File: config.mk
export PLATFORM = sky130hd
export DESIGN_NAME = queued_async_serial_receiver
export DESIGN_NICKNAME = d
export VERILOG_FILES = /design/src/inc/serial_rx_pkg.sv /design/src/core/queued_async_serial_receiver.sv
export VERILOG_INCLUDE_DIRS = /design/src /design/src/inc
export SDC_FILE = /design/constraint.sdc
export NUM_CORES = 1
export LEC_CHECK = 0
export BUFFER_PORTS_ARGS = -buffer_cell sky130_fd_sc_hd__buf_2
export CAP_MARGIN = 20
export CORE_ASPECT_RATIO = 1.4
export CORE_UTILIZATION = 60
export DETAILED_ROUTE_END_ITERATION = 6
export HOLD_SLACK_MARGIN = 0.06
export PLACE_DENSITY_LB_ADDON = 0.25
export SLEW_MARGIN = 30
export SYNTH_ARGS = -nofsm -noshare
export SYNTH_HDL_FRONTEND = slang
export SYNTH_SLANG_ARGS = --single-unit
File: constraint.sdc
create_clock -name clk -period 3.4 [get_ports clk]
set_input_delay 0.17 -clock clk [delete_from_list [all_inputs] [get_ports clk]]
set_output_delay 0.17 -clock clk [all_outputs]
set_load 0.01 [all_outputs]
File: src/inc/serial_rx_defines.svh
// Register map, field positions, reset values and timing counts of the receiver.
// Notes on behaviour
// - Receiver runs only while enable bit is set.
// - Finished frame held while next one shifts.
// - Serial shifter is never visible to software.
// - Vote samples on timing resynchronised at start edges.
// - Stop bit completes frame; shifter copied out.
// - Full flag sets on that copy.
// - Low stop sample sets framing error flag.
// - Error flags update only at the copy.
// - Lower half full after entries 8-15 filled.
// - Tx upper half empty after entries 0-7 taken.
// - Tx lower half empty after entries 8-15 taken.
// - Half flags clear by read-with-one, then write-zero.
// - Bits 4-7 are write pointer; test-writable only.
// - Bits 0-3 are pending count; test-writable only.
`ifndef SERIAL_RX_DEFINES_SVH
`define SERIAL_RX_DEFINES_SVH
// Byte offsets on the register bus.
`define SQ_CTRL_OFS 8'h00
`define SQ_BAUD_OFS 8'h04
`define SQ_DATA_OFS 8'h08
`define SQ_SSTAT_OFS 8'h0C
`define SQ_QSTAT_OFS 8'h10
`define SQ_ISTAT_OFS 8'h14
`define SQ_IMASK_OFS 8'h18
`define SQ_QBASE_OFS 8'h40
`define SQ_QTOP_OFS 8'h7C
// Control fields.
`define SQ_CTRL_RXEN 0
`define SQ_CTRL_PAREN 1
`define SQ_CTRL_PARODD 2
`define SQ_CTRL_TEST 3
// Queue status fields, bit 0 is the least significant bit of the word.
`define SQ_QF_LSB 8
`define SQ_QF_MSB 10
`define SQ_PTR_LSB 4
`define SQ_PTR_MSB 7
`define SQ_PEND_LSB 0
`define SQ_PEND_MSB 3
// Reset values and fixed counts.
`define SQ_BAUD_RST 16'h00A3
`define SQ_PEND_RST 4'hF
`define SQ_PEND_DONE 4'hF
`define SQ_PTR_LAST 4'hF
`define SQ_TXUP_LAST 4'h7
`define SQ_TXLO_LAST 4'hF
`define SQ_PH_S1 4'h7
`define SQ_PH_S2 4'h8
`define SQ_PH_VOTE 4'h9
`define SQ_LAST_BIT 3'h7
`endif

File: src/inc/serial_rx_pkg.sv
// Types shared by the queued serial receiver.
package serial_rx_pkg;
	// Bit-level receive states.
	typedef enum logic [2:0] {
		RX_IDLE = 3'b000,
		RX_START = 3'b001,
		RX_DATA = 3'b010,
		RX_PARITY = 3'b011,
		RX_STOP = 3'b100
	} rx_state_t;
	// Error conditions that travel with one received frame.
	typedef struct packed {
		logic noise;
		logic parity;
		logic framing;
	} rx_err_t;
endpackage

File: src/core/queued_async_serial_receiver.sv
// Queued asynchronous serial receiver with an APB register slave.
`timescale 1ns/10ps
`include "serial_rx_defines.svh"
module queued_async_serial_receiver import serial_rx_pkg::*; #(
	parameter int DATA_W = 8
) (
	input wire logic clk,
	input wire logic rst,
	input wire logic psel,
	input wire logic penable,
	input wire logic pwrite,
	input wire logic [7:0] paddr,
	input wire logic [31:0] pwdata,
	output logic [31:0] prdata,
	output logic pready,
	output logic pslverr,
	input wire logic rxPin,
	input wire logic txqTake,
	input wire logic [3:0] txqTakeIdx,
	output logic irq
);
	// Bus decode.
	wire access = psel & penable;
	wire setup = psel & ~penable;
	wire wrEn = access & pwrite;
	wire rdEn = access & ~pwrite;
	wire hitCtrl = paddr == `SQ_CTRL_OFS;
	wire hitBaud = paddr == `SQ_BAUD_OFS;
	wire hitData = paddr == `SQ_DATA_OFS;
	wire hitSstat = paddr == `SQ_SSTAT_OFS;
	wire hitQstat = paddr == `SQ_QSTAT_OFS;
	wire hitIstat = paddr == `SQ_ISTAT_OFS;
	wire hitImask = paddr == `SQ_IMASK_OFS;
	// The queue window takes aligned words only.
	wire hitQueue = paddr >= `SQ_QBASE_OFS && paddr <= `SQ_QTOP_OFS && paddr[1:0] == 2'h0;
	wire hit = hitCtrl | hitBaud | hitData | hitSstat | hitQstat | hitIstat | hitImask | hitQueue;
	// The slave never waits; unmapped addresses answer with an error.
	assign pready = 1'b1;
	assign pslverr = access & ~hit;
	// Software-visible state.
	logic [3:0] ctrl_q; // Enable, parity enable, odd parity, test mode.
	logic [15:0] baud_q; // Clock cycles per oversample tick, minus one.
	logic [DATA_W-1:0] hold_q; // Parallel receive data holding register.
	logic full_q; // Holding register has an unread frame.
	rx_err_t err_q; // Errors of the frame in the holding register.
	logic [2:0] qFlag_q; // Lower rx full, upper tx empty, lower tx empty.
	logic [2:0] arm_q; // Flag was read as one; a zero write may clear it.
	logic [3:0] ptr_q; // Queue entry that the next frame lands in.
	logic [3:0] pend_q; // Pending decrementer, all ones means done.
	logic [2:0] iStat_q; // Sticky events: frame, error, queue flag.
	logic [2:0] iMask_q; // Event enables for the interrupt line.
	logic [DATA_W-1:0] rxq [16]; // Receive queue entries.
	logic [31:0] prdata_q;
	wire rxEn = ctrl_q[`SQ_CTRL_RXEN];
	wire parEn = ctrl_q[`SQ_CTRL_PAREN];
	wire parOdd = ctrl_q[`SQ_CTRL_PARODD];
	wire testMode = ctrl_q[`SQ_CTRL_TEST];
	// Receiver timing and bit engine.
	rx_state_t state_q;
	logic [15:0] div_q; // Divider toward the next oversample tick.
	logic [3:0] phase_q; // Oversample position inside one bit time.
	logic [1:0] samp_q; // First two of the three votes.
	logic [DATA_W-1:0] shift_q; // Serial shifter, hidden from the bus.
	logic [2:0] bitCnt_q;
	logic parBit_q;
	logic noiseAcc_q;
	logic rxPrev_q;
	wire tick = div_q == 16'h0000;
	wire startEdge = rxPrev_q & ~rxPin;
	wire voteNow = tick && phase_q == `SQ_PH_VOTE;
	// Two of three samples decide the bit; any disagreement is noise.
	wire vote = (samp_q[0] & samp_q[1]) | (samp_q[0] & rxPin) | (samp_q[1] & rxPin);
	wire noisy = (samp_q[0] != samp_q[1]) || (samp_q[1] != rxPin);
	wire frameDone = voteNow && state_q == RX_STOP && rxEn;
	wire parBad = (^{shift_q, parBit_q}) != parOdd;
	rx_err_t frameErr;
	assign frameErr.noise = noiseAcc_q | noisy;
	assign frameErr.parity = parEn & parBad;
	assign frameErr.framing = ~vote;
	// A falling edge while idle restarts bit timing, so each frame runs on
	// its own synchronisation rather than on a free running phase.
	always_ff @(posedge clk) begin
		if (rst) begin
			div_q <= 16'h0000;
			phase_q <= 4'h0;
			rxPrev_q <= 1'b1;
		end else begin
			rxPrev_q <= rxPin;
			if (state_q == RX_IDLE && startEdge && rxEn) begin
				div_q <= baud_q;
				phase_q <= 4'h0;
			end else if (tick) begin
				div_q <= baud_q;
				phase_q <= phase_q + 4'h1;
			end else begin
				div_q <= div_q - 16'h0001;
			end
		end
	end
	// Bit-level state machine; after leaving idle on a start edge it moves only at the vote point, or back to idle when the enable bit clears.
	always_ff @(posedge clk) begin
		if (rst) begin
			state_q <= RX_IDLE;
			samp_q <= 2'h0;
			shift_q <= '0;
			bitCnt_q <= 3'h0;
			parBit_q <= 1'b0;
			noiseAcc_q <= 1'b0;
		end else if (!rxEn) begin
			state_q <= RX_IDLE;
		end else begin
			if (tick && phase_q == `SQ_PH_S1) begin
				samp_q[0] <= rxPin;
			end
			if (tick && phase_q == `SQ_PH_S2) begin
				samp_q[1] <= rxPin;
			end
			case (state_q)
				RX_IDLE: begin
					if (startEdge) begin
						state_q <= RX_START;
						noiseAcc_q <= 1'b0;
					end
				end
				RX_START: begin
					// A high vote means the edge was a glitch.
					if (voteNow) begin
						state_q <= vote ? RX_IDLE : RX_DATA;
						bitCnt_q <= 3'h0;
						noiseAcc_q <= noisy;
					end
				end
				RX_DATA: begin
					if (voteNow) begin
						shift_q <= {vote, shift_q[DATA_W-1:1]};
						noiseAcc_q <= noiseAcc_q | noisy;
						bitCnt_q <= bitCnt_q + 3'h1;
						if (bitCnt_q == `SQ_LAST_BIT) begin
							state_q <= parEn ? RX_PARITY : RX_STOP;
						end
					end
				end
				RX_PARITY: begin
					if (voteNow) begin
						parBit_q <= vote;
						noiseAcc_q <= noiseAcc_q | noisy;
						state_q <= RX_STOP;
					end
				end
				RX_STOP: begin
					if (voteNow) begin
						state_q <= RX_IDLE;
					end
				end
				default: begin
					state_q <= RX_IDLE;
				end
			endcase
		end
	end
	// Register writes and side effects of reads.
	wire wrCtrl = wrEn & hitCtrl;
	wire wrBaud = wrEn & hitBaud;
	wire wrQstat = wrEn & hitQstat;
	wire wrTest = wrQstat & testMode;
	wire rdData = rdEn & hitData;
	wire rdQstat = rdEn & hitQstat;
	wire [2:0] qSet;
	wire [2:0] iEvt;
	assign qSet[2] = frameDone && ptr_q == `SQ_PTR_LAST;
	assign qSet[1] = txqTake && txqTakeIdx == `SQ_TXUP_LAST;
	assign qSet[0] = txqTake && txqTakeIdx == `SQ_TXLO_LAST;
	assign iEvt = {|qSet, frameDone & (|frameErr), frameDone};
	always_ff @(posedge clk) begin
		if (rst) begin
			ctrl_q <= 4'h0;
			baud_q <= `SQ_BAUD_RST;
			iMask_q <= 3'h0;
		end else begin
			if (wrCtrl) begin
				ctrl_q <= pwdata[3:0];
			end
			if (wrBaud) begin
				baud_q <= pwdata[15:0];
			end
			if (wrEn && hitImask) begin
				iMask_q <= pwdata[2:0];
			end
		end
	end
	// Holding register and error flags change only at a frame hand-over, the full flag also clears on a data read;
	// the shifter keeps filling meanwhile, which is the double buffer.
	always_ff @(posedge clk) begin
		if (rst) begin
			hold_q <= '0;
			full_q <= 1'b0;
			err_q <= '0;
		end else if (frameDone) begin
			hold_q <= shift_q;
			full_q <= 1'b1;
			err_q <= frameErr;
		end else if (rdData) begin
			full_q <= 1'b0;
		end
	end
	// Queue entries; the write pointer wraps naturally at sixteen.
	always_ff @(posedge clk) begin
		if (frameDone) begin
			rxq[ptr_q] <= shift_q;
		end
	end
	always_ff @(posedge clk) begin
		if (rst) begin
			ptr_q <= 4'h0;
			pend_q <= `SQ_PEND_RST;
		end else if (wrTest) begin
			ptr_q <= pwdata[`SQ_PTR_MSB:`SQ_PTR_LSB];
			pend_q <= pwdata[`SQ_PEND_MSB:`SQ_PEND_LSB];
		end else if (frameDone) begin
			ptr_q <= ptr_q + 4'h1;
			if (pend_q != `SQ_PEND_DONE) begin
				pend_q <= pend_q - 4'h1;
			end
		end
	end
	// One clear sequence per half flag; a new set beats a pending clear.
	genvar gi;
	generate
		for (gi = 0; gi < 3; gi++) begin : g_qflag
			wire clr = wrQstat & arm_q[gi] & ~pwdata[`SQ_QF_LSB + gi];
			always_ff @(posedge clk) begin
				if (rst) begin
					qFlag_q[gi] <= 1'b0;
					arm_q[gi] <= 1'b0;
				end else begin
					if (qSet[gi]) begin
						qFlag_q[gi] <= 1'b1;
					end else if (clr) begin
						qFlag_q[gi] <= 1'b0;
					end
					if (rdQstat) begin
						arm_q[gi] <= qFlag_q[gi];
					end else if (wrQstat || !qFlag_q[gi]) begin
						arm_q[gi] <= 1'b0;
					end
				end
			end
		end
	endgenerate
	// Sticky events, write one to clear, set wins.
	always_ff @(posedge clk) begin
		if (rst) begin
			iStat_q <= 3'h0;
		end else if (wrEn && hitIstat) begin
			iStat_q <= (iStat_q & ~pwdata[2:0]) | iEvt;
		end else begin
			iStat_q <= iStat_q | iEvt;
		end
	end
	assign irq = |(iStat_q & iMask_q);
	// Read data is captured in the setup cycle; the shifter has no address.
	wire [31:0] qstatWord = {21'h0, qFlag_q, ptr_q, pend_q};
	wire [31:0] qEntry = {{(32-DATA_W){1'b0}}, rxq[paddr[5:2]]};
	wire [31:0] rdMux = hitCtrl ? {28'h0, ctrl_q} :
		hitBaud ? {16'h0, baud_q} :
		hitData ? {{(32-DATA_W){1'b0}}, hold_q} :
		hitSstat ? {28'h0, err_q, full_q} :
		hitQstat ? qstatWord :
		hitIstat ? {29'h0, iStat_q} :
		hitImask ? {29'h0, iMask_q} :
		hitQueue ? qEntry : 32'h0;
	always_ff @(posedge clk) begin
		if (rst) begin
			prdata_q <= 32'h0;
		end else if (setup) begin
			prdata_q <= rdMux;
		end
	end
	assign prdata = prdata_q;
endmodule

# Yosys cells after proc, flatten, opt, wreduce, memory -nomap -nowiden
# Memories as Yosys holds them, arrays and structs flattened.
# Cells that the tools add are included.
# totals
register_bits,123
latchBits,0
mem_bits_rw,128
romBits,0
in_bits,51
output_inout_bits,35
wordCells,209
memories,1
# mem_list
name,depth,width,rd,rd_clocked_by_memory_dff,write_ports,line,source
rxq,16,8,1,0,1,queued_async_serial_receiver.sv:52,logic [DATA_W-1:0] rxq [16];
# classes
n_addsub,5
n_mul,0
div,0
n_lt_le_gt_ge,2
n_eq_ne,28
n_shift,0
n_mux,47
bitwise_logic,47
reduce_logical,51
# op_table
operator,n
$mux W16,4
$mux W11,3
$mux W3,9
$eq A8 B5 Y1 const B,3
$mux W8,3
$and A1 B1 Y1,23
$mux W4,5
$reduce_bool A2 Y1,10
$mux W1,19
$eq A4 B4 Y1 const B,4
$eq A8 B4 Y1 const B,2
$logic_not A16 Y1,1
$sub A16 B1 Y16 const B,1
$pmux W3 S5,1
$logic_and A1 B1 Y1,14
$ne A2 B2 Y1 const B,6
$or A1 B1 Y1,10
$not A1 Y1,9
$reduce_or A3 Y1,3
$reduce_xor A9 Y1,1
$add A4 B1 Y4 const B,2
$eq A4 B3 Y1 const B,2
$eq A8 B3 Y1 const B,1
$ge A8 B7 Y1 const B,1
27 further kinds,43

# Depth between registers and ports, before layout
# Gate-level depths: netlist (run 1).
# logic_depth
word_depth,11
depth_mapped,10
ltp_nobuf,7

# Worst setup path before layout (run 1)
# No wires, ideal clock.
# synth_path
path_type,reg2reg
startpoint,register div_q[6]
endpoint,memory rxq[0][0] (enable)
setup_ns,0.398
arrival_ns,2.372
required_time_ns,3.002
setup_slack_ns,0.631
path_stages_with_launch,6
n_path_buf,1
period_less_slack_ns,2.769
path_cell_list,dfxtp_1 or3_1 nor3_1 clkbuf_1 nand2_1 nor4b_1
# synth_between
elab_chain_len,6
# synth_rtl
item,line,source
from (decl),queued_async_serial_receiver.sv:60,logic [15:0] div_q;
from (signal assigned),queued_async_serial_receiver.sv:90,div_q <= baud_q;
from (signal assigned),queued_async_serial_receiver.sv:93,div_q <= baud_q;
from (signal assigned),queued_async_serial_receiver.sv:96,div_q <= div_q - 16'h0001;
$logic_not A16 Y1,queued_async_serial_receiver.sv:68,wire tick = div_q == 16'h0000;
$logic_and A1 B1 Y1 (no source line),--,
$logic_and A1 B1 Y1 (2 in a row),queued_async_serial_receiver.sv:74,wire frameDone = voteNow && state_q == RX_STOP && rxEn;
$mux W1,queued_async_serial_receiver.sv:208,if (frameDone) begin
$mux W1 (not written as such),queued_async_serial_receiver.sv:209,rxq[ptr_q] <= shift_q;
to (decl),queued_async_serial_receiver.sv:52,
# No other way between the ends.

# Worst setup path after layout (run 1)
# layout_path
startpoint,register div_q[7]
endpoint,memory rxq[15][7] (enable)
# The elaborated chain is that of the path after synthesis.

==> summary.txt, run 1 <==
Setup path
  • Worst Setup Path Type: flop to flop
  • Critical path's top delay family: simple AND/OR/NAND/NOR gates
  • Slowest CP cell: nor4_2
  • Worst Path Buf+Inv: 2
  • Critical Path, Cell by Cell: nor4_2 > and3_1 > and2_1 > buf_4 > nand4_1 > inv_1
  • Max stage delay on crit path: 0.55 ns
  • Crit start category: flop
  • Critical path arrival: 2.88 ns
  • Worst Setup End Kind: flop
  • Largest fanout on the critical path: 17
  • Required @ worst endpoint: 3.55 ns

Global route
  • Vias in the first global route: 7109
  • First-pass GRT wire length: 38.2 mm
  • Largest net degree at the start of global routing: 53
  • GRT overflow: 0
  • Total track usage: 27.5%
  • Initial antenna violation count: 0

Clock network
  • CTS H-Tree Depth: 1
  • Total CTS buffers: 23
  • CTS tree: yes
  • Clock tree root buffer cell: clkbuf_16
  • Resize count post-CTS: 0
  • Postcts setup bufs: 0
  • Clk buf depth: 3
  • Hold_buf cts: 19
  • Worst-skew pair later-pin latency: 0.51 ns
  • Total clock sinks: 235
  • Clock-pin transition on the worst setup and hold timing paths: 0.06 ns

Floorplanning
  • Initial Util: 61.1%
  • Ports: 86
  • Chip Height: 159 um
  • Row count: 57
  • Core area: 17300 um^2
  • Die area: 18100 um^2
  • Chip width: 114 um

Layout
  • Layout cells sized above 1: 17.8%
  • Antenna diodes: 0
  • Final Net Count: 1030
  • Final Cell Area: 12000 um^2
  • P&R area growth vs syn: 13.4%

Detailed routing
  • WL final: 24.1 mm
  • Vias per std cell: 5.93
  • Drt initial violations: 597
  • Post-DR wirelength/cell: 19.8 um
  • Pre-antenna DRT Iters: 7
  • Via count: 7205
  • # DRC: 0
  • ANT nets after route: 0

Placed design
  • Placed instance area: 11000 um^2
  • Port buffer count: 52
  • GPL Wtd Cong: 0.927
  • DP HPWL: 16.0 mm

Logic synthesis
  • Netlist cell types: 68
  • Yosys top cell by area: edfxtp_1
  • Synth Area in Compound Gates: 10.5%
  • Synth Flop Type: edfxtp_1
  • Synth Cell Area: 10500 um^2
  • Portion of netlist area occupied by mux cells: 9.60%
  • Simple-gate share of the synthesized area: 14.6%
  • Post-Syn Instances: 901
  • Synth Area in Adders: 1.78%
  • Largest cells by area after synthesis: edfxtp_1 (36%), dfxtp_1 (20%), mux4_2 (6.8%)
  • Syn_area_per_cell: 11.7 um^2
  • Seq/Total Area, Yosys: 56.8%
  • Number of synthesized flops with an enable pin: 128
  • Xor-xnor portion of the synthesized cell area: 2.29%
  • Main combinational cell family by area after synthesis: simple AND/OR/NAND/NOR gates
  • Register bit total from synthesis: 235
  • Synth warnings: 0
  • Top-area cell type share of the netlist area: 36.5%
  • Share of flip-flops with an asynchronous set or reset: 0%

Timing
  • RSZ-0062 raised after global routing: no
  • Fmax: 366 MHz
  • Rel. slew slack: 44.8%
  • Setup Skew: 0.0122 ns
  • Final Hold Fails: 0
  • Max Slew Vio Count: 0
  • Final period util: 80.3%
  • Slew @ Worst Pin: 0.820 ns
  • Final worst path period need: 2.73 ns
  • Total Neg Setup Slack: 0 ns
  • Setup Viol. Count Final: 0

Power
  • Peak VDD IR: 434 uV
  • Power per cell area: 532 nW/um^2
  • Leakage: 0.00435 uW
  • Power Total: 6360 uW

Outcome
  • Status: completed

Run
  • Max-cap violation count: 0

Hold path
  • Min-delay worst type: primary input to flop
-- cells in the final DEF (no fill, tap or decap), types with 6 or more instances in the layout --
cell type	synthesis	routed
clkbuf_16	0	23
nor3b_1	6	6
buf_4	19	28
inv_1	16	16
nor2b_1	10	10
nand4_1	11	11
o22ai_1	12	12
conb_1	2	17
nand3_1	31	31
a211oi_1	20	20
a2111oi_0	8	8
dfxtp_1	107	107
ha_1	15	15
xnor2_1	16	16
nor3_1	15	15
a21oi_2	6	6
nand2b_1	11	11
and4_1	6	6
nand2_2	6	6
buf_2	16	50
nand2_1	99	99
nor2_1	64	63
mux4_2	32	32
dlygate4sd3_1	0	19
and3b_1	7	7
xor2_1	9	9
mux2i_1	28	28
edfxtp_1	128	128
a21oi_1	59	59
o21ai_0	19	19
-- area by class of cell --
cell class / instances / area (um^2)
Inverter: 17 / 63.8
Tap cell: 236 / 295
Clock buffer: 23 / 576
Multi-Input combinational cell: 589 / 4170
Clock inverter: 18 / 198
Sequential cell: 235 / 5990
Fill cell: 1298 / 5310
Timing Repair Buffer: 98 / 671
-- stage by stage --
step / utilization, % / std cells / setup slack, ns / hold WS [ns]
after floorplan: - / 916 / 0.631 / 0.277
after global placement: 63.7 / 1156 / 0.762 / 0.416
after detailed placement: 63.7 / 1156 / 0.689 / 0.415
after CTS: 69.3 / 1216 / 0.659 / 0.108
after global routing: 69.3 / 1216 / 0.513 / 0.145
final: 69.3 / 1216 / 0.670 / 0.121
-- cells by family (layout without fill, tap and decap cells) --
group / Yosys count / in the layout
simple gates: 303 / 303
buf+inv: 92 / 156
flops: 235 / 235
other cells: 2 / 17
compound gates: 167 / 167
fa+ha+maj: 15 / 15
xor+xnor: 26 / 26
mux: 61 / 61
-- Yosys cell counts, types with 9 or more instances --
cell and n:
a211oi_1 20, a21oi_1 59, buf_2 16, buf_4 19, clkbuf_1 33, dfxtp_1 107, edfxtp_1 128, ha_1 15
inv_1 16, mux2i_1 28, mux4_2 32, nand2_1 99, nand2b_1 11, nand3_1 31, nand4_1 11, nor2_1 64
nor2b_1 10, nor3_1 15, o21ai_0 19, o22ai_1 12, xnor2_1 16, xor2_1 9
-- worst min-delay path, stage by stage --
cell      delay (ns)
buf_2           0.09
and4_1          0.19
nand2b_1        0.08
a21oi_1         0.05
-- registers in the layout (all words and copies together) (netlist names), 4 cells and up --
| register | flops |
|---|---|
| ptr_q | 4 |
| shift_q | 8 |
| rxq | 128 |
| div_q | 16 |
| prdata | 16 |
| baud_q | 16 |
| pend_q | 4 |
| ctrl_q | 4 |
| hold_q | 8 |
| phase_q | 4 |
-- where the power goes --
group | internal (uW) | total [uW] | switching, uW
registers | 3030 | 3100 | 70.0
logic | 279 | 658 | 378
clock network | 1540 | 2610 | 1070
-- final timing paths --
kind         slack (ns)  cells after the start     startpoint         end
max                0.67                      6       div_q[7]  rxq[15][7]
min reg2reg        0.45                      2     prdata[11]  prdata[11]
min                0.12                      4  txqTakeIdx[0]  qFlag_q[1]
max reg2reg        0.67                      6       div_q[7]  rxq[15][7]
-- routing by layer --
layer | wire length, um | global-route usage, % | part of all wire, %
met1 | 9460 | 34.1 | 39
met2 | 12700 | 48.3 | 53
met3 | 1010 | 3.40 | 4.2
met4 | 937 | 11.3 | 3.9
met5 | 0 | 0 | 0
(Power assumes the default switching activity.)
==> inputs of run 2 (changes only) <==
clock period = 2.8 ns   (was 3.4 ns; I/O delays follow)
==> run 2 against run 1 <==
  * Clock skew shrank 0.0010 ns
  * Clock power grew 21%
  * First-iteration DRC count shrank 7.0%
  * Largest power group unchanged
  * Register-to-register slack lost 0.44 ns
  * Die area is the same
  * Worst setup slack lost 0.44 ns
  * Cell count grew 1.2%
  * Hold slack lost 0.044 ns
  * Combinational power grew 28%
  * Clock-buffer cell count grew 4
  * Highest routed layer unchanged
==> summary.txt, run 2 (synthesized netlist as in run 1, its figures left out) <==
Outcome
  • Status: completed

Setup path
  • CP most frequent cell: buf_4
  • Worst Path Buf+Inv: 2 (unchanged)
  • Critical Path, Cell by Cell: nor4_2 > and3_1 > buf_4 > nand2_1 > nor4b_1 > buf_4
  • Critical path's top delay family: simple AND/OR/NAND/NOR gates
  • Max stage delay on crit path: 0.53 ns (-0.02 ns)
  • Reg2reg setup slack: 0.23 ns (-0.44 ns)
  • Critical path arrival: 2.78 ns (-0.10 ns)
  • Worst reg2reg path depth: 6 (unchanged)
  • Required @ worst endpoint: 3.01 ns (-0.54 ns)
  • Worst Setup End Kind: flop
  • Largest fanout on the critical path: 14 (-3)
  • Reg-to-reg startpoint: div_q[7]
  • Worst R2R End: rxq[1][7]
  • Crit start category: flop
  • Worst Setup Path Type: flop to flop
  • Slowest CP cell: nor4_2

Floorplanning
  • Chip width: 114 um (unchanged)
  • Core area: 17300 um^2 (unchanged)
  • Initial Util: 61.1% (unchanged)
  • Chip Height: 159 um (unchanged)
  • Die area: 18100 um^2 (unchanged)
  • Ports: 86 (unchanged)
  • Row count: 57 (unchanged)

Power
  • Peak VDD IR: 548 uV (+26%)
  • Power per cell area: 643 nW/um^2 (+21%)
  • Int Pwr: 5920 uW (+22%)
  • Comb power frac: 10.9% (+0.6 points)
  • P_sw: 1840 uW (+21%)
  • Switching share of power: 23.7% (-0.099 points)
  • Clock power frac: 40.7% (-0.3 points)
  • Reg power frac: 48.5% (-0.2 points)
  • Power Total: 7760 uW (+22%)
  • Leakage: 0.00443 uW (+1.8%)

Timing
  • Final Hold Fails: 0 (unchanged)
  • Setup ws final: 0.227 ns (-0.443 ns)
  • Rel. slew slack: 44.8% (about the same)
  • Setup Skew: 0.0112 ns (-0.00102 ns)
  • Fmax: 389 MHz (+6.1%)
  • RSZ-0062 raised after global routing: no
  • Max Slew Vio Count: 0 (unchanged)
  • Final period util: 91.9% (+12 points)
  • Final hold slack: 0.0772 ns (-0.0441 ns)
  • Setup Viol. Count Final: 0 (unchanged)
  • Slew @ Worst Pin: 0.820 ns (-0.000194 ns)
  • Total Neg Setup Slack: 0 ns (unchanged)
  • Final worst path period need: 2.57 ns (-0.157 ns)

Clock network
  • CTS H-Tree Depth: 1 (unchanged)
  • Total clock sinks: 235 (unchanged)
  • Clk buf depth: 3 (unchanged)
  • Clock-pin transition on the worst setup and hold timing paths: 0.06 ns (about the same)
  • CTS tree: yes
  • Postcts setup bufs: 0 (unchanged)
  • Clock tree root buffer cell: clkbuf_16
  • Total CTS buffers: 23 (unchanged)
  • Worst-skew pair later-pin latency: 0.51 ns (about the same)

Detailed routing
  • Drt initial violations: 555 (-7.0%)
  • Post-DR wirelength/cell: 20.3 um (+2.3%)
  • Vias per std cell: 6.04 (+1.9%)
  • Pre-antenna DRT Iters: 5 (-2)
  • Via count: 7425 (+3.1%)
  • # DRC: 0 (unchanged)
  • WL final: 24.9 mm (+3.4%)
  • ANT nets after route: 0 (unchanged)

Global route
  • Vias in the first global route: 7268 (+2.2%)
  • Total track usage: 27.9% (+0.40 points)
  • Largest net degree at the start of global routing: 66 (+25%)
  • GRT overflow: 0 (unchanged)
  • Initial antenna violation count: 0 (unchanged)
  • First-pass GRT wire length: 38.8 mm (+1.6%)

Layout
  • Largest Register: rxq
  • Most frequent cells in the layout: edfxtp_1 (128), dfxtp_1 (107), nand2_1 (99)
  • P&R area growth vs syn: 14.6%
  • Final Net Count: 1044 (+1.4%)
  • Max reg flops: 128 (unchanged)
  • Commonest non-fill, non-tap cell in the layout: edfxtp_1
  • Layout cells sized above 1: 18.7% (+0.96 points)
  • # fillers: 1267 (-2.4%)
  • Antenna diodes: 0 (unchanged)
  • Final Cell Area: 12100 um^2 (+1.0%)

Hold path
  • Hold path depth: 4 (unchanged)
  • Hold path startpoint: txqTakeIdx[0]
  • Min-delay worst type: primary input to flop
  • Hold Crit Endpoint: qFlag_q[0]

Placed design
  • Placed instance area: 11100 um^2 (+1.2%)
  • Port buffer count: 52 (unchanged)
  • Dpl ws: 0.321 ns (-0.368 ns)
  • GPL Wtd Cong: 0.894 (-3.5%)
  • DP HPWL: 16.7 mm (+4.5%)

Run
  • Max-cap violation count: 0 (unchanged)
[run 2: cell count changes in the layout (fill, tap and decap cells not counted)]
cell	before	now
buf_4	28	39
clkbuf_1	0	4
buf_12	1	3
clkinv_1	5	3
clkinv_4	0	2
clkinvlp_4	3	1
buf_2	50	51
clkinv_2	3	2
inv_8	1	0
[run 2: cell type report]
| cell class | count | area, um^2 | area share [%] |
|---|---|---|---|
| inverters | 17 | 63.8 | 0.528 |
| well taps | 236 | 295 | 2.45 |
| clock buffers | 27 | 591 | 4.89 |
| repair buffers | 112 | 798 | 6.61 |
| multi-input cells | 589 | 4170 | 34.5 |
| clock inverters | 14 | 176 | 1.46 |
| flip-flops and latches | 235 | 5990 | 49.6 |
[run 2: how the worst max path moves through the flow]
stage	to	startpoint	slack, ns	cells past startpoint
global route	rxq[1][4]	div_q[7]	0.15	6
detailed placement	rxq[1][4]	div_q[7]	0.32	6
floorplan	rxq[0][0]	div_q[6]	0.03	5
finish	rxq[1][7]	div_q[7]	0.23	6
global placement	baud_q[13]	paddr[2]	0.39	7
CTS	rxq[15][2]	div_q[6]	0.28	6
[run 2: power by group through the flow]
| stage | combinational, uW | sequential, uW | clock (uW) |
|---|---|---|---|
| 3_3_place_gp | 798 | 3830 | 0 |
| 3_5_place_dp | 809 | 3830 | 0 |
| 6_report | 842 | 3760 | 3160 |
| 2_1_floorplan | 605 | 3820 | 0 |
| 5_1_grt | 916 | 3770 | 3340 |
| 4_1_cts | 839 | 3760 | 3210 |
[run 2: metrics by stage]
stage / std cells / util, %
global placement: 1170 / 64.4
CTS: 1230 / 70.0
floorplan: 916 / -
detailed placement: 1170 / 64.4
global route: 1230 / 70.0
finish: 1230 / 70.0
[run 2: routing by layer]
| metal | part of all wire, % | wire length (um) | global-route usage [%] |
|---|---|---|---|
| met5 | 0 | 0 | 0 |
| met4 | 3.9 | 961 | 11.9 |
| met3 | 4.4 | 1100 | 3.21 |
| met2 | 52 | 13000 | 49.6 |
| met1 | 39 | 9830 | 34.0 |
[run 2: worst min-delay path: stages]
cell and delay (ns):
buf_2 0.09, and4_1 0.18, nand2_1 0.07, a21oi_1 0.05
[run 2: timing repair]
item	CTS	global route
hold endpoints to repair	39	0
gates resized for setup	0	0
setup endpoints to repair	0	0
hold buffers	19	0
==> inputs of run 3 (changes only) <==
CAP_MARGIN = unset   (was 20)
CORE_UTILIZATION = 64   (was 60)
SKIP_CTS_REPAIR_TIMING = 1   (was unset)
clock period = 3.2 ns   (was 2.8 ns; I/O delays follow)
==> run 3 against run 2 <==
  * Cell area down 1.9%
  * Non-clock buffer count down 11
  * Flip-flop and latch count unchanged
  * Worst setup slack better by 0.34 ns
  * First-iteration DRC count up 2.2%
  * Hold slack better by 0.015 ns
  * Critical path type unchanged
==> summary.txt, run 3 (synthesized netlist as in run 1, its figures left out) <==
Power
  • P_sw: 1590 uW (-14%)
  • Comb power frac: 10.9% (about the same)
  • Clock power frac: 38.7% (-2.0 points)
  • Power per cell area: 551 nW/um^2 (-14%)
  • Reg power frac: 50.4% (+1.9 points)
  • Peak VDD IR: 569 uV (+3.8%)
  • Switching share of power: 24.3% (+0.63 points)
  • Int Pwr: 4940 uW (-17%)
  • Leakage: 0.00432 uW (-2.4%)

Setup path
  • Largest fanout on the critical path: 14 (unchanged)
  • Slowest CP cell: nor4_1
  • Required @ worst endpoint: 3.41 ns (+0.40 ns)
  • Max stage delay on crit path: 0.66 ns (+0.13 ns)
  • Critical path arrival: 2.84 ns (+0.06 ns)
  • Worst Path Buf+Inv: 2 (unchanged)
  • CP most frequent cell: buf_4
  • Crit start category: flop
  • Worst Setup Path Type: flop to flop
  • Worst Setup End Kind: flop
  • Critical Path, Cell by Cell: nor4_1 > and3_1 > buf_4 > nand2_1 > nor4b_1 > buf_4
  • Critical path's top delay family: simple AND/OR/NAND/NOR gates

Timing
  • Final worst path period need: 2.63 ns (+0.0590 ns)
  • Final period util: 82.3% (-9.6 points)
  • Setup Viol. Count Final: 0 (unchanged)
  • RSZ-0062 raised after global routing: no
  • Rel. slew slack: 42.3% (-2.5 points)
  • Setup Skew: 0.0163 ns (+0.00509 ns)
  • Max Slew Vio Count: 0 (unchanged)
  • Setup ws final: 0.568 ns (+0.341 ns)
  • Slew @ Worst Pin: 0.864 ns (+0.0440 ns)
  • Fmax: 380 MHz (-2.2%)
  • Final Hold Fails: 0 (unchanged)
  • Total Neg Setup Slack: 0 ns (unchanged)

Floorplanning
  • Ports: 86 (unchanged)
  • Die area: 17000 um^2 (-6.2%)
  • Row count: 55 (-3.5%)
  • Initial Util: 65.5% (+4.4 points)
  • Chip width: 110 um (-3.1%)
  • Core area: 16100 um^2 (-6.7%)
  • Chip Height: 154 um (-3.1%)

Clock network
  • Clock-pin transition on the worst setup and hold timing paths: 0.06 ns (about the same)
  • CTS H-Tree Depth: 1 (unchanged)
  • Clk buf depth: 3 (unchanged)
  • Total CTS buffers: 22 (-4.3%)
  • CTS tree: yes
  • Worst-skew pair later-pin latency: 0.51 ns (about the same)
  • Total clock sinks: 235 (unchanged)
  • Clock tree root buffer cell: clkbuf_16

Layout
  • Layout cells sized above 1: 17.7% (-0.98 points)
  • Antenna diodes: 0 (unchanged)
  • Max reg flops: 128 (unchanged)
  • Most frequent cells in the layout: edfxtp_1 (128), dfxtp_1 (107), nand2_1 (99)
  • Commonest non-fill, non-tap cell in the layout: edfxtp_1
  • Largest Register: rxq
  • P&R area growth vs syn: 12.4%
  • Final Net Count: 1032 (-1.1%)

Placed design
  • Port buffer count: 52 (unchanged)
  • GPL Wtd Cong: 0.954 (+6.7%)
  • DP HPWL: 16.0 mm (-4.2%)
  • Dpl ws: 0.648 ns (+0.327 ns)

Detailed routing
  • ANT nets after route: 0 (unchanged)
  • WL final: 24.5 mm (-1.8%)
  • # DRC: 0 (unchanged)
  • Via count: 7376 (-0.66%)
  • Post-DR wirelength/cell: 20.8 um (+2.4%)
  • Vias per std cell: 6.25 (+3.5%)
  • Drt initial violations: 567 (+2.2%)
  • Pre-antenna DRT Iters: 5 (unchanged)

Global route
  • Initial antenna violation count: 0 (unchanged)
  • Vias in the first global route: 7073 (-2.7%)
  • Total track usage: 28.6% (+0.70 points)
  • First-pass GRT wire length: 37.7 mm (-2.8%)
  • Largest net degree at the start of global routing: 53 (-20%)
  • GRT overflow: 0 (unchanged)

Outcome
  • Status: completed

Hold path
  • Min-delay worst type: primary input to flop

Run
  • Max-cap violation count: 0 (unchanged)
## run 3: cell count changes in the layout (fill, tap and decap cells not counted)
| cell | before | now |
|---|---|---|
| bufinv_16 | 4 | 1 |
| buf_4 | 39 | 29 |
| clkinvlp_2 | 2 | 4 |
| nor4b_2 | 2 | 0 |
| dlygate4sd3_1 | 19 | 18 |
| clkbuf_1 | 4 | 5 |
| clkbuf_8 | 0 | 1 |
| clkinvlp_4 | 1 | 3 |
| nor4b_1 | 4 | 6 |
| clkinv_1 | 3 | 0 |
| clkinv_2 | 2 | 0 |
| buf_2 | 51 | 52 |
| buf_12 | 3 | 2 |
## run 3: worst paths after layout
path | startpoint | cells after the start | to | slack (ns)
worst min register to register | prdata[15] | 2 | prdata[15] | 0.45
worst min-delay path | pwrite | 3 | arm_q[1] | 0.09
worst max register to register | div_q[11] | 6 | rxq[1][0] | 0.57
worst max-delay path | div_q[11] | 6 | rxq[1][0] | 0.57
## run 3: per-stage QoR
| step | hold WS (ns) | cell area (um^2) | instances | util (%) | power [uW] |
|---|---|---|---|---|---|
| 4_1_cts | -0.112 | 11700 | 1162 | 72.5 | 6530 |
| 5_1_grt | 0.109 | 11800 | 1180 | 73.6 | 6740 |
| 3_3_place_gp | 0.404 | 11000 | 1123 | 68.1 | 4020 |
| 3_5_place_dp | 0.407 | 11000 | 1123 | 68.1 | 4030 |
| 2_1_floorplan | 0.267 | 10600 | 916 | - | 3870 |
| 6_report | 0.0921 | 11800 | 1180 | 73.6 | 6530 |
## run 3: layout make-up
cell class                      count  area, um^2
Multi-Input combinational cell    589        4150
Clock inverter                     10        90.1
Clock buffer                       29         608
Sequential cell                   235        5990
Timing Repair Buffer              101         698
Tap cell                          199         249
Fill cell                        1074        4260
Inverter                           17        63.8
## run 3: routing by layer
metal / GRT usage [%] / vias up / part of all wire, % / wire, um
li1: - / 3437 / - / -
met1: 33.7 / 3572 / 38 / 9280
met2: 49.7 / 264 / 51 / 12500
met3: 4.18 / 103 / 5.1 / 1250
met4: 17.4 / 0 / 5.9 / 1440
met5: 0 / - / 0 / 0
## run 3: power groups by stage
stage	clock network (uW)	logic, uW	registers, uW
2_1_floorplan	0	529	3340
3_5_place_dp	0	678	3350
6_report	2530	712	3290
4_1_cts	2560	687	3290
5_1_grt	2660	781	3290
3_3_place_gp	0	668	3350
## run 3: worst min-delay path, cell delays in order
cell and delay [ns]:
buf_2 0.13, a21oi_1 0.12, o211a_1 0.14
